File: src/logic/sps_pkg.sv
/*
  Package for the sink power sub-state block: state codes, port-type
  configuration, advertisement ranges and timing constants.
  Assumes a single 250 MHz system clock.
*/
package sps_pkg;

  // ------------------------------------------------------------------
  // timing
  // ------------------------------------------------------------------
  localparam int unsigned CLK_PERIOD_PS      = 4000;
  localparam int unsigned T_PD_DEBOUNCE_US   = 10;    // least time
  localparam int unsigned T_SINK_ADJ_US      = 60;    // longest time
  localparam int unsigned PD_DEBOUNCE_CYCLES =
    (T_PD_DEBOUNCE_US * 1000000 + CLK_PERIOD_PS - 1) / CLK_PERIOD_PS;
  localparam int unsigned SINK_ADJ_CYCLES    =
    (T_SINK_ADJ_US * 1000000) / CLK_PERIOD_PS;

  // ------------------------------------------------------------------
  // advertised current range seen on cc
  // ------------------------------------------------------------------
  typedef enum logic [1:0] {
    SPS_RD_USB = 2'h0,
    SPS_RD_1P5 = 2'h1,
    SPS_RD_3P0 = 2'h2
  } sps_rd_t;

  // cc pin state classification
  typedef enum logic [1:0] {
    SPS_CC_OPEN = 2'h0,
    SPS_CC_RA   = 2'h1,
    SPS_CC_RD   = 2'h2
  } sps_cc_t;

  // current limit codes
  localparam logic [1:0] LIM_DEFAULT = 2'h0;
  localparam logic [1:0] LIM_1P5     = 2'h1;
  localparam logic [1:0] LIM_3P0     = 2'h2;
  localparam logic [1:0] LIM_RESET   = LIM_DEFAULT;

  // ------------------------------------------------------------------
  // connection states, one-hot
  // ------------------------------------------------------------------
  typedef enum logic [5:0] {
    SPS_ST_UNATT_SNK  = 6'h01,
    SPS_ST_ATT_SNK    = 6'h02,
    SPS_ST_UNSUP_ACC  = 6'h04,
    SPS_ST_PWR_DEF    = 6'h08,
    SPS_ST_PWR_1P5    = 6'h10,
    SPS_ST_PWR_3P0    = 6'h20
  } sps_state_t;

  // port capabilities, sampled as static straps
  typedef struct packed {
    logic is_source;
    logic is_sink;
    logic try_src;
    logic try_snk;
    logic trywait_snk;
    logic trywait_src;
    logic powered_acc;
    logic unsup_acc;
    logic debug_acc;
    logic unoriented_dbg;
    logic skip_attachwait;
    logic usb2_only_ufp;
    logic pd_capable;
    logic acc_capable;
    logic want_high_current;
  } sps_cfg_t;

  // cc and vbus status inputs
  typedef struct packed {
    sps_cc_t cc1;
    sps_cc_t cc2;
    sps_rd_t rd;
    logic    vbus_present;
    logic    vbus_default;
    logic    pd_contract;
  } sps_sense_t;

endpackage

File: src/logic/sps_fsm.sv
/*
  Sink power sub-state machine with the unsupported-accessory wait state
  and a port-type configuration check with the protocol gate.
  Assumes cc classification and vbus sense come from an analog front end
  on pins (synchronised here), and configuration straps are static.
*/
`timescale 1ns/10ps

module sps_fsm #(
  parameter int unsigned DEBOUNCE_CYCLES = sps_pkg::PD_DEBOUNCE_CYCLES,
  parameter int unsigned ADJ_CYCLES      = sps_pkg::SINK_ADJ_CYCLES
) (
  input  wire logic               clk_in,          // 250 MHz clock
  input  wire logic               rst_b_in,        // sync reset, low
  input  wire sps_pkg::sps_cfg_t   cfg_in,          // static straps
  input  wire sps_pkg::sps_sense_t sense_in,        // pin sense, async
  input  wire logic               attach_in,       // attach done, same clock
  input  wire logic               unsup_acc_in,    // enter unsupported acc
  output sps_pkg::sps_state_t      state_out,       // current state
  output logic [1:0]              limit_out,       // allowed draw code
  output logic                    adj_busy_out,    // load reduce window
  output logic                    adj_late_out,    // load not reduced in time
  output logic                    rd_monitor_out,  // advertisement watched
  output logic                    cc1_rd_out,      // Rd applied on cc1
  output logic                    cc2_rd_out,      // Rd applied on cc2
  output logic                    vbus_en_out,     // vbus supply enable
  output logic                    vconn_en_out,    // vconn supply enable
  output logic                    pd_allow_out,    // protocol permitted
  output logic                    cfg_error_out,   // illegal strap set
  input  wire logic               load_low_in      // load reached new limit
);
  import sps_pkg::*;

  // ------------------------------------------------------------------
  // input synchronisers
  // ------------------------------------------------------------------
  sps_sense_t sense_meta;
  sps_sense_t sense;

  always_ff @(posedge clk_in) begin
    if (!rst_b_in) begin
      sense_meta <= '0;
      sense      <= '0;
    end else begin
      sense_meta <= sense_in;
      sense      <= sense_meta;
    end
  end

  // ------------------------------------------------------------------
  // configuration straps, registered every cycle after reset
  // ------------------------------------------------------------------
  sps_cfg_t cfg;

  always_ff @(posedge clk_in) begin
    if (!rst_b_in) begin
      cfg <= '0;
    end else begin
      cfg <= cfg_in;
    end
  end

  // ------------------------------------------------------------------
  // configuration legality
  // ------------------------------------------------------------------
  function automatic logic cfg_bad(input sps_cfg_t c);
    logic bad;
    bad = 1'b0;
    if (!c.is_source && !c.is_sink)
      bad = 1'b1;
    if (c.skip_attachwait &&
        (!c.usb2_only_ufp || c.pd_capable || c.acc_capable ||
         c.want_high_current || c.is_source))
      bad = 1'b1;
    if (c.try_src && !c.trywait_snk)
      bad = 1'b1;
    if (c.try_snk && !c.trywait_src)
      bad = 1'b1;
    if (c.powered_acc && !c.unsup_acc)
      bad = 1'b1;
    if (c.try_src && c.try_snk)
      bad = 1'b1;
    if (c.debug_acc && c.is_source && !c.unoriented_dbg)
      bad = 1'b1;
    if ((c.try_src || c.try_snk) && !(c.is_source && c.is_sink))
      bad = 1'b1;
    if ((c.powered_acc || c.unsup_acc) && c.is_source)
      bad = 1'b1;
    return bad;
  endfunction

  always_ff @(posedge clk_in) begin
    if (!rst_b_in) begin
      cfg_error_out <= 1'b0;
    end else begin
      cfg_error_out <= cfg_bad(cfg);
    end
  end

  // ------------------------------------------------------------------
  // advertisement debounce
  // ------------------------------------------------------------------
  localparam int unsigned DB_W = $clog2(DEBOUNCE_CYCLES + 1);
  localparam logic [DB_W-1:0] DB_LAST = DB_W'(DEBOUNCE_CYCLES - 1);

  sps_rd_t         rd_seen;
  sps_rd_t         rd_stable;
  logic [DB_W-1:0] db_cnt;

  // restart on every change so a bouncing level never qualifies
  always_ff @(posedge clk_in) begin
    if (!rst_b_in) begin
      rd_seen   <= SPS_RD_USB;
      rd_stable <= SPS_RD_USB;
      db_cnt    <= '0;
    end else if (sense.rd != rd_seen) begin
      rd_seen <= sense.rd;
      db_cnt  <= '0;
    end else if (db_cnt == DB_LAST) begin
      rd_stable <= rd_seen;
    end else begin
      db_cnt <= db_cnt + DB_W'(1);
    end
  end

  // ------------------------------------------------------------------
  // connection and sub-state machine
  // ------------------------------------------------------------------
  sps_state_t state;
  sps_state_t next_state;
  logic       in_power;
  logic       leave_power;
  logic       mon_cc_open;
  logic       rd_valid;

  assign in_power    = (state == SPS_ST_PWR_DEF) || (state == SPS_ST_PWR_1P5) ||
                       (state == SPS_ST_PWR_3P0);
  assign leave_power = in_power && (!sense.vbus_present || sense.pd_contract);
  assign mon_cc_open = cc1_rd_out ? (sense.cc1 == SPS_CC_OPEN)
                                  : (sense.cc2 == SPS_CC_OPEN);
  assign rd_valid    = rd_stable != SPS_RD_USB && cfg.want_high_current;

  always_comb begin
    next_state = state;
    case (state)
      SPS_ST_UNATT_SNK: begin
        if (unsup_acc_in && cfg.unsup_acc)
          next_state = SPS_ST_UNSUP_ACC;
        else if (attach_in && sense.vbus_present)
          next_state = SPS_ST_ATT_SNK;
      end
      SPS_ST_UNSUP_ACC: begin
        if (mon_cc_open)
          next_state = SPS_ST_UNATT_SNK;
      end
      SPS_ST_ATT_SNK: begin
        if (!sense.vbus_present)
          next_state = SPS_ST_UNATT_SNK;
        else if (sense.vbus_default && !sense.pd_contract)
          next_state = SPS_ST_PWR_DEF;
      end
      SPS_ST_PWR_DEF: begin
        if (leave_power)
          next_state = sense.vbus_present ? SPS_ST_ATT_SNK : SPS_ST_UNATT_SNK;
        else if (rd_valid && rd_stable == SPS_RD_1P5)
          next_state = SPS_ST_PWR_1P5;
        else if (rd_valid && rd_stable == SPS_RD_3P0)
          next_state = SPS_ST_PWR_3P0;
      end
      SPS_ST_PWR_1P5: begin
        if (leave_power)
          next_state = sense.vbus_present ? SPS_ST_ATT_SNK : SPS_ST_UNATT_SNK;
        else if (rd_stable == SPS_RD_USB)
          next_state = SPS_ST_PWR_DEF;
        else if (rd_stable == SPS_RD_3P0)
          next_state = SPS_ST_PWR_3P0;
      end
      SPS_ST_PWR_3P0: begin
        if (leave_power)
          next_state = sense.vbus_present ? SPS_ST_ATT_SNK : SPS_ST_UNATT_SNK;
        else if (rd_stable == SPS_RD_USB)
          next_state = SPS_ST_PWR_DEF;
        else if (rd_stable == SPS_RD_1P5)
          next_state = SPS_ST_PWR_1P5;
      end
      default: next_state = SPS_ST_UNATT_SNK;
    endcase
  end

  always_ff @(posedge clk_in) begin
    if (!rst_b_in) begin
      state <= SPS_ST_UNATT_SNK;
    end else begin
      state <= next_state;
    end
  end

  assign state_out = state;

  // ------------------------------------------------------------------
  // current limit and load reduction window
  // ------------------------------------------------------------------
  localparam int unsigned ADJ_W = $clog2(ADJ_CYCLES + 1);
  localparam logic [ADJ_W-1:0] ADJ_LAST = ADJ_W'(ADJ_CYCLES - 1);

  logic [1:0]       next_limit;
  logic [ADJ_W-1:0] adj_cnt;

  always_comb begin
    case (next_state)
      SPS_ST_PWR_1P5: next_limit = LIM_1P5;
      SPS_ST_PWR_3P0: next_limit = LIM_3P0;
      default:        next_limit = LIM_DEFAULT;
    endcase
  end

  always_ff @(posedge clk_in) begin
    if (!rst_b_in) begin
      limit_out <= LIM_RESET;
    end else begin
      limit_out <= next_limit;
    end
  end

  // limit drops at once; the load has the window to follow it
  always_ff @(posedge clk_in) begin
    if (!rst_b_in) begin
      adj_busy_out <= 1'b0;
      adj_late_out <= 1'b0;
      adj_cnt      <= '0;
    end else if (next_limit < limit_out) begin
      adj_busy_out <= 1'b1;
      adj_late_out <= 1'b0;
      adj_cnt      <= '0;
    end else if (adj_busy_out) begin
      if (load_low_in) begin
        adj_busy_out <= 1'b0;
      end else if (adj_cnt == ADJ_LAST) begin
        adj_busy_out <= 1'b0;
        adj_late_out <= 1'b1;
      end else begin
        adj_cnt <= adj_cnt + ADJ_W'(1);
      end
    end
  end

  // ------------------------------------------------------------------
  // pin control and protocol gate
  // ------------------------------------------------------------------
  logic next_cc1_rd;

  // orientation latched on entry; only one pin keeps its termination
  assign next_cc1_rd = (sense.cc1 == SPS_CC_RD) || (sense.cc2 != SPS_CC_RD);

  always_ff @(posedge clk_in) begin
    if (!rst_b_in) begin
      cc1_rd_out <= 1'b1;
      cc2_rd_out <= 1'b1;
    end else if (next_state == SPS_ST_UNSUP_ACC && state != SPS_ST_UNSUP_ACC) begin
      cc1_rd_out <= next_cc1_rd;
      cc2_rd_out <= !next_cc1_rd;
    end else if (next_state != SPS_ST_UNSUP_ACC) begin
      cc1_rd_out <= 1'b1;
      cc2_rd_out <= 1'b1;
    end
  end

  always_ff @(posedge clk_in) begin
    if (!rst_b_in) begin
      vbus_en_out    <= 1'b0;
      vconn_en_out   <= 1'b0;
      pd_allow_out   <= 1'b0;
      rd_monitor_out <= 1'b0;
    end else begin
      vbus_en_out    <= 1'b0;
      vconn_en_out   <= 1'b0;
      pd_allow_out   <= (next_state == SPS_ST_ATT_SNK) ||
                        (next_state == SPS_ST_PWR_DEF) ||
                        (next_state == SPS_ST_PWR_1P5) ||
                        (next_state == SPS_ST_PWR_3P0);
      rd_monitor_out <= (next_state == SPS_ST_PWR_1P5) ||
                        (next_state == SPS_ST_PWR_3P0) ||
                        (next_state == SPS_ST_PWR_DEF && cfg.want_high_current) ||
                        (next_state == SPS_ST_UNSUP_ACC);
    end
  end

endmodule

File: config.mk
export PLATFORM = sky130hd
export DESIGN_NAME = sps_fsm
export DESIGN_NICKNAME = d
export VERILOG_FILES = /design/src/logic/sps_pkg.sv /design/src/logic/sps_fsm.sv
export SDC_FILE = /design/constraint.sdc
export NUM_CORES = 1
export LEC_CHECK = 0
export BUFFER_PORTS_ARGS = -buffer_cell sky130_fd_sc_hd__buf_2
export CORE_UTILIZATION = 45
export DETAILED_ROUTE_END_ITERATION = 6
export MAX_ROUTING_LAYER = met4
export PLACE_DENSITY = 0.79
export RECOVER_POWER = 100
export SYNTH_ARGS = -nofsm -noshare
export SYNTH_HDL_FRONTEND = slang
export SYNTH_SLANG_ARGS = --single-unit
File: constraint.sdc
create_clock -name clk_in -period 2.3 [get_ports clk_in]
set_input_delay 0.23 -clock clk_in [delete_from_list [all_inputs] [get_ports clk_in]]
set_output_delay 0.23 -clock clk_in [all_outputs]
set_load 0.005 [all_outputs]
==> Yosys cells after proc, flatten, opt, wreduce, memory -nomap -nowiden <==
Index checks and enable logic that the tools add are counted.
{ "totals": {"output_inout_bits": 17, "in_bits": 29, "ff_bits": 78, "wordCells": 158} }
{ "op_classes": {"n_bitwise": 4, "order_cmp": 1, "eq_ne": 20, "addsub": 2, "n_reduce_logical": 57, "n_mux": 34} }
{ "ops": {"columns": ["cell", "count"], "rows": [
  ["two-way mux 6 bit", 14],
  ["one-hot mux 6 bit (6 select lines)", 1],
  ["logical AND 1 bit", 20],
  ["two-way mux 1 bit", 17],
  ["logical OR 1 bit", 16],
  ["adder 14 x 1 -> 14 bit, second input constant", 1],
  ["equality test 14 bit, second input constant", 1],
  ["adder 12 x 1 -> 12 bit, second input constant", 1],
  ["equality test 12 bit, second input constant", 1],
  ["equality test 6 x 2 -> 1 bit, second input constant", 2],
  ["equality test 6 x 3 -> 1 bit, second input constant", 2],
  ["equality test 6 x 4 -> 1 bit, second input constant", 2],
  ["equality test 6 x 5 -> 1 bit, second input constant", 2],
  ["equality test 6 bit, second input constant", 2],
  ["inequality test 6 x 3 -> 1 bit, second input constant", 2],
  ["zero test 1 bit", 11],
  ["equality test 6 x 1 -> 1 bit, second input constant", 1],
  ["zero test 2 bit", 3],
  ["AND reduction 3 bit", 2],
  ["equality test 2 bit, second input constant", 2],
  ["NOT 1 bit", 4],
  ["one-hot mux 2 bit (2 select lines)", 1],
  ["nonzero test 2 bit", 2],
  ["OR reduction 2 bit", 2],
  ["other kinds (6)", 6]
]} }

==> Longest topological paths before layout <==
Gate-level depths: netlist (run 1).
{ "depth": {"depth_word": 14, "ltp_mapped": 11, "mapped_depth_nobuf": 9} }

==> Worst setup path before layout (run 1) <==
OpenSTA, ideal clock, no wires.
{ "synth_timing": {"path_kind": "register to register", "from": "register state[2], in the netlist state_out[2]", "to": "register adj_cnt[10]", "path_buffers": 2, "setup_ps": 128, "required_time_ps": 2172, "synth_period_minus_slack_ps": 2559, "setup_slack_ps": -259, "t_arrival_ps": 2431, "path_stages_with_launch": 11, "cell_sequence": "dfxtp_1 -> buf_6 -> or3_2 -> or2_2 -> nor3b_1 -> ha_1 -> a21oi_1 -> o41ai_1 -> nand2_1 -> clkbuf_1 -> nor2_1"} }
{ "synth_between": {"elab_chain_cells": 10, "word_cells_on_any_way": 29, "classes_between": "order compare: 1; eq/ne: 8; mux: 16; reduce/logical: 4"} }
{ "synth_lines": {"columns": ["item", "line", "rtl"], "rows": [
  ["start: declaration", "sps_fsm.sv:129", "sps_state_t state;"],
  ["start signal: assignment", "sps_fsm.sv:194", "state <= next_state;"],
  ["equality test 6 x 4 -> 1 bit or equality test 6 x 5 -> 1 bit (tied branches)", "sps_fsm.sv:136, sps_fsm.sv:145", null],
  ["logical OR 1 bit (2 in series)", "sps_fsm.sv:136", "assign in_power = (state == SPS_ST_PWR_DEF) || (state == SPS_ST_PWR_1P5) ||"],
  ["logical AND 1 bit", "sps_fsm.sv:138", "assign leave_power = in_power && (!sense.vbus_present || sense.pd_contract);"],
  ["two-way mux 6 bit, on equally long branches", "sps_fsm.sv:179, sps_fsm.sv:163, sps_fsm.sv:171", null],
  ["one-hot mux 6 bit (6 select lines) (*)", "sps_fsm.sv:145", "case (state)"],
  ["equality test 6 bit or equality test 6 x 5 -> 1 bit (tied branches)", "sps_fsm.sv:210", "case (next_state)"],
  ["one-hot mux 2 bit (2 select lines) (*)", "sps_fsm.sv:210", null],
  ["named net next_limit[1]", "sps_fsm.sv:206", "logic [1:0] next_limit;"],
  ["< comparator 2 bit (*)", "sps_fsm.sv:231", "end else if (next_limit < limit_out) begin"],
  ["OR reduction 2 bit (no source line) (*)", null, null],
  ["end signal: assignment", "sps_fsm.sv:242", "adj_cnt <= adj_cnt + ADJ_W'(1);"],
  ["end: declaration", "sps_fsm.sv:207", "logic [ADJ_W-1:0] adj_cnt;"]
]} }
The timed path passes the listed nets; every way through them passes the cells marked *.
A chain may end at the register's enable or synchronous reset.

==> Worst setup path in the final report (run 1) <==
{ "layout_timing": {"from": "register state[0], in the netlist state_out[0]", "to": "register adj_cnt[0]"} }
The elaborated chain is that of the path after synthesis.

==> impl_metrics.toml, run 1 <==
[global_routing]
antenna_found_initial = 0
grt.busiest_layer = "met2"
grt_max_degree = 42
grtUsageTotal = 0.181
grt_overflow = 0
met2_usage = 0.274
grt.met3_usage = 0.0474
grt_pass1_vias = 2378
grt_use_met1 = 0.216
grt_pass1_wl_mm = 10.3

[pwr]
p_leak_nw = 1.50
switching_share = 0.233
p_int_w = 0.00210
p_comb_frac = 0.068
powerDensity_nw_per_um2 = 710
clock_power_share = 0.415
power_switching_w = 0.000638
p_seq_frac = 0.516
ir_worst_vdd_v = 0.000369

[setup_path]
crit_type = "register to register"
critPathMaxFanout = 15
critPathRequiredTime_ps = 2590
reg2reg_from = "state_out[0]"
r2r_slack_ps = 50
startpoint_type = "register"
endpoint_kind = "register"
arrival_ps = 2540
startpoint = "state_out[0]"

[sta]
skew_ps = 8.79
period_share = 0.978
worst_hold_slack_ps = 78.1
setup_violations = 0
hold_viol_final = 0
final_max_slew_viol_count = 0
slew-limit-headroom = 0.215
worst_pin_slew_ps = 1180
max_freq_mhz = 444
period_minus_slack_ps = 2250
fin_tns_setup_ps = 0

[logic_synthesis]
synth_cell_types = 55
ys_ff_latch = 78
synth_edf_count = 0
yosysWarningCount = 0
ys_async_sr_fraction = 0
synthCells = 348
syn_avg_cell_area_sq_um = 9.42
ys.flop_type = "dfxtp_1"
syn_area_sq_um = 3280
yosysSeqAreaShare = 0.477

[flow_run]
drv_cap = 0

[clocking]
cts-buffers-inserted = 9
clockBufferDepth = 2
path_clk_slew_ps = 80
root_buffer = "clkbuf_8"
htreeDepth = 3
clk_latency_ps = 350
clock_sinks = 78
ctsHoldBuffers = 0
cts_tree = "done"

[final_layout]
n_antenna_cell = 0
fill_cells = 659
seq_area_sq_um = 1570
layout_common_cells = "dfxtp_1 (75), nor2_1 (38), buf_2 (37)"
syn2layout_area_growth_pct = 17.9
layout-drive-gt1-share = 0.206
multiInputGateArea_sq_um = 1620
final_net_count = 435
finalNonFillerCells = 504
layout_commonest_cell = "dfxtp_1"

[drt]
drtPass1Iterations = 4
num_vias = 2521
ant_nets = 0
post_drt_wl_per_cell_microns = 12.3
drc = 0
routed_wl_mm = 6.18
drt-initial-drc-count = 127
vias_per_cell = 5.00

[outcome]
status = "finished, final reports clean"

[place]
dp.final_hpwl_mm = 4.29
portBuffers = 43
place.gp.congestion = 0.849
dpl.cell_count = 486

[die]
dieWidth_microns = 87.3
core-area_sq_um = 6910
die_area_sq_um = 7630
row_count = 30
die_h_microns = 87.3
initial_utilization = 0.474
pin_count = 46

[min_path]
hold_class = "input pin to register"
worstHoldStart = "cfg_in[6]"
==> path summary, 6_finish.rpt <==
path	cells after the start	to
max	9	adj_cnt[0]
min	2	cfg[6]
max reg2reg	9	adj_cnt[0]
min reg2reg	1	sense[5]
==> sequential cells by signal (all words and copies together), names as in the netlist, 2 cells and up <==
name / count
limit_out: 2
db_cnt: 12
sense: 9
state_out: 6
rd_stable: 2
rd_seen: 2
sense_meta: 9
cfg: 15
adj_cnt: 14
==> area by class of cell <==
type,count,share of cell area
clock buffer,10,0.0330
timing repair buffer,56,0.0752
inverter,13,0.0126
multi-input combinational,245,0.419
clock inverter,6,0.0240
tap,96,0.0311
sequential,78,0.405
==> per-layer routing <==
layer  vias up  wire length, microns  part of all wire
met4         0                   156             0.025
met5         -                     0                 0
li1       1292                     -                 -
met1      1152                  2930              0.47
met3        15                   300             0.049
met2        62                  2790              0.45
==> synthesized netlist by cell type (3+ instances only) <==
library cell  instances  share of area
dfxtp_1              78           0.48
inv_1                13          0.015
nor3b_1               7          0.016
xnor2_1              15          0.040
and3_1                7          0.013
o21ai_0               5         0.0076
buf_6                 3          0.010
nor3_1                8          0.012
and2_2                3         0.0069
nor2_1               38          0.044
and4_1                3         0.0080
nand3_1               8          0.012
nand4_1               5         0.0095
and2_1               40          0.076
ha_1                  3          0.011
nand2b_1              4         0.0076
clkbuf_1              6         0.0069
mux2i_1               3         0.0092
nand3b_1              3         0.0069
xor2_1               12          0.032
nor4bb_1              3         0.0092
a21oi_1               8          0.012
a21boi_0              4         0.0092
nor4_1                5         0.0095
nand2_1              18          0.021
nor2b_1               7          0.013
==> cell families (layout without fill, tap and decap cells) <==
logic type	count (synthesis)	count (layout)	share of synthesized area
AO/OA/AOI/OAI	41	41	0.0913
XOR/XNOR	27	27	0.0722
adder cells (fa/ha/maj)	3	3	0.0115
buffers and inverters	26	85	0.0451
flip-flops	78	78	0.477
multiplexers	3	3	0.00916
other	1	2	0.00114
AND/OR/NAND/NOR	169	169	0.293
==> through the flow <==
step | util | total power [W] | worst slack, ps | cell area, sq um
after floorplan | - | 0.00157 | 72.9 | 3320
after global placement | 0.525 | 0.00163 | 159 | 3630
after detailed placement | 0.525 | 0.00164 | 55.6 | 3630
after CTS | 0.557 | 0.00276 | 32.4 | 3850
after global routing | 0.559 | 0.00285 | -78.0 | 3860
final | 0.559 | 0.00274 | 50.2 | 3860
==> what timing repair did <==
item	in CTS	in global routing
gates resized for setup	0	7
endpoints found under the setup margin	0	15
buffers inserted	0	2
==> power groups by stage <==
stage          registers (W)  logic [W]  clock network, W
2_1_floorplan        0.00145   0.000124                 0
3_3_place_gp         0.00145   0.000187                 0
3_5_place_dp         0.00145   0.000191                 0
4_1_cts              0.00142   0.000194           0.00115
5_1_grt              0.00142   0.000209           0.00122
6_report             0.00142   0.000187           0.00114
==> critical path, cell delays in order (launching register included) <==
cell,delay [ps]
dfxtp_1,310
or3_4,410
or2_4,290
nor3b_4,230
ha_1,200
nand2_1,70
o41ai_2,280
nand2_1,120
buf_6,170
nor2_1,110
(Power assumes the default switching activity.)
==> inputs of run 2 (changes only) <==
--- a/config.mk
+++ b/config.mk
@@ -6,11 +6,12 @@
 export NUM_CORES = 1
 export LEC_CHECK = 0
 export BUFFER_PORTS_ARGS = -buffer_cell sky130_fd_sc_hd__buf_2
-export CORE_UTILIZATION = 45
+export CORE_UTILIZATION = 51
 export DETAILED_ROUTE_END_ITERATION = 6
 export MAX_ROUTING_LAYER = met4
-export PLACE_DENSITY = 0.79
+export PLACE_DENSITY = 0.86
 export RECOVER_POWER = 100
+export SETUP_SLACK_MARGIN = 0.1
 export SYNTH_ARGS = -nofsm -noshare
 export SYNTH_HDL_FRONTEND = slang
 export SYNTH_SLANG_ARGS = --single-unit
==> run 2 against run 1 <==
Critical path depth did not move; clock power fell by 6%; sequential power about the same; maximum frequency grew 0.16%; global-route usage is 3.2 points higher; combinational power is 11% higher; first-iteration DRC count shrank 5.5%; register-to-register slack barely moved; die area down 12%; critical path type unchanged; critical endpoint is now adj_cnt[13]; highest routed layer unchanged.
==> impl_metrics.toml, run 2 (synthesized netlist as in run 1, its figures left out) <==
[final_layout]
utilization = 0.655
n_antenna_cell = 0
final_net_count = 439
layout_common_cells = "dfxtp_1 (74), buf_2 (38), nor2_1 (34)"
largest_register_ffs = 15
layout-drive-gt1-share = 0.252
largest_register = "cfg"
largestRegisters = "cfg x15, adj_cnt x14, db_cnt x12"
multiInputGateArea_sq_um = 1680
seq_area_sq_um = 1570
fill_cells = 479
syn2layout_area_growth_pct = 21.1
layout_commonest_cell = "dfxtp_1"

[global_routing]
grtUsageTotal = 0.212
grt_pass1_wl_mm = 10.4
grt_overflow = 0
antenna_found_initial = 0
grt_pass1_vias = 2398
grt_max_degree = 37

[clocking]
ctsHoldBuffers = 0
clockBufferDepth = 2
clk_latency_ps = 360
htreeDepth = 3
cts_tree = "done"
cts-buffers-inserted = 9
clock_sinks = 78
path_clk_slew_ps = 90
root_buffer = "clkbuf_8"

[drt]
ant_nets = 0
drc = 0
vias_per_cell = 5.34
routed_wl_mm = 6.46
post_drt_wl_per_cell_microns = 13.3
drtPass1Iterations = 6
num_vias = 2601
drt-initial-drc-count = 120

[sta]
final_max_slew_viol_count = 0
max_freq_mhz = 445
fin_tns_setup_ps = 0
slew-limit-headroom = 0.325
hold_viol_final = 0
rsz0062_at_grt = "yes"
setup_violations = 0
period_minus_slack_ps = 2250
skew_ps = 10.1
period_share = 0.977
worst_pin_slew_ps = 1010

[setup_path]
startpoint_type = "register"
crit_slowest_cell = "or3_4"
crit_top_cell = "nand2_2"
critPathMaxFanout = 7
cp.buffers_inverters = 1
critPathMaxStageDelay_ps = 390
arrival_ps = 2550
worst_path_dominant_cell_family = "simple AND/OR/NAND/NOR gates"
crit_type = "register to register"
critPathRequiredTime_ps = 2610
crit_chain = "or3_4 -> or2_4 -> nor3b_4 -> ha_1 -> nand2_2 -> o41ai_4 -> nand2_2 -> clkbuf_16 -> nor2_1"
endpoint_kind = "register"

[place]
place.gp.congestion = 0.913
portBuffers = 43
dp.final_hpwl_mm = 4.33

[die]
dieWidth_microns = 82.2
core-area_sq_um = 6060
die_area_sq_um = 6750
initial_utilization = 0.541
die_h_microns = 82.2
row_count = 28
pin_count = 46

[pwr]
powerDensity_nw_per_um2 = 679
ir_worst_vdd_v = 0.000696
p_leak_nw = 1.57

[flow_run]
drv_cap = 0

[outcome]
status = "finished, final reports clean"

[min_path]
hold_class = "input pin to register"
==> run 2: changes by cell type in the layout (fill, tap and decap cells not counted), moves of 2 or more <==
cell        before  now
and2_0          21   16
and2_1          19   24
buf_4            7   13
clkbuf_1        12    6
clkinvlp_4       2    0
inv_6            2    4
nand2_1         18   16
nand2_2          0    2
nor2_1          38   34
nor2_2           0    4
==> run 2: final cells by class <==
cell class / count / share of cell area
inverter: 13 / 0.0123
clock buffer: 9 / 0.0312
multi-input combinational: 245 / 0.422
sequential: 78 / 0.395
clock inverter: 7 / 0.0227
tap: 75 / 0.0236
timing repair buffer: 60 / 0.0924
==> run 2: where the power goes <==
group | switching (W) | total, W | internal [W]
registers | 0.0000214 | 0.00142 | 0.00139
logic | 0.000101 | 0.000208 | 0.000107
clock network | 0.000545 | 0.00107 | 0.000527
==> run 2: repair_timing <==
action	in CTS	in global routing
pin swaps	0	4
cloned	1	0
resized for setup	11	10
endpoints found under the setup margin	15	15
setup buffers	3	4
endpoints found under the hold margin	0	0
==> run 2: worst register-to-register path: stages, from the launching register on <==
cell,delay [ps]
dfxtp_1,320
or3_4,390
or2_4,280
nor3b_4,230
ha_1,210
nand2_2,80
o41ai_4,260
nand2_2,150
clkbuf_16,190
nor2_1,90
==> run 2: per-stage QoR <==
| stage | cell area [sq um] | setup slack [ps] | cells | hold slack (ps) | total power [W] |
|---|---|---|---|---|---|
| after floorplan | 3330 | 94.3 | 349 | 357 | 0.00157 |
| after global placement | 3610 | 171 | 463 | 420 | 0.00163 |
| after detailed placement | 3610 | -31.1 | 463 | 421 | 0.00164 |
| after CTS | 3930 | 7.00 | 483 | 56.3 | 0.00271 |
| after global routing | 3970 | -26.2 | 487 | 47.9 | 0.00280 |
| final | 3970 | 53.7 | 487 | 68.1 | 0.00270 |
==> run 2: worst paths after layout <==
path	startpoint	to	slack [ps]	cells past startpoint
max	state_out[2]	adj_cnt[13]	50	9
min	cfg_in[4]	cfg[4]	70	2
max reg2reg	state_out[2]	adj_cnt[13]	50	9
min reg2reg	sense_meta[3]	sense[3]	440	1
==> run 2: routing by layer <==
| layer | track usage | vias to the layer above | part of all wire |
|---|---|---|---|
| met5 | - | - | 0 |
| met4 | 0.0737 | 0 | 0.017 |
| met1 | 0.228 | 1224 | 0.44 |
| li1 | - | 1308 | - |
| met2 | 0.368 | 57 | 0.50 |
| met3 | 0.0681 | 12 | 0.041 |
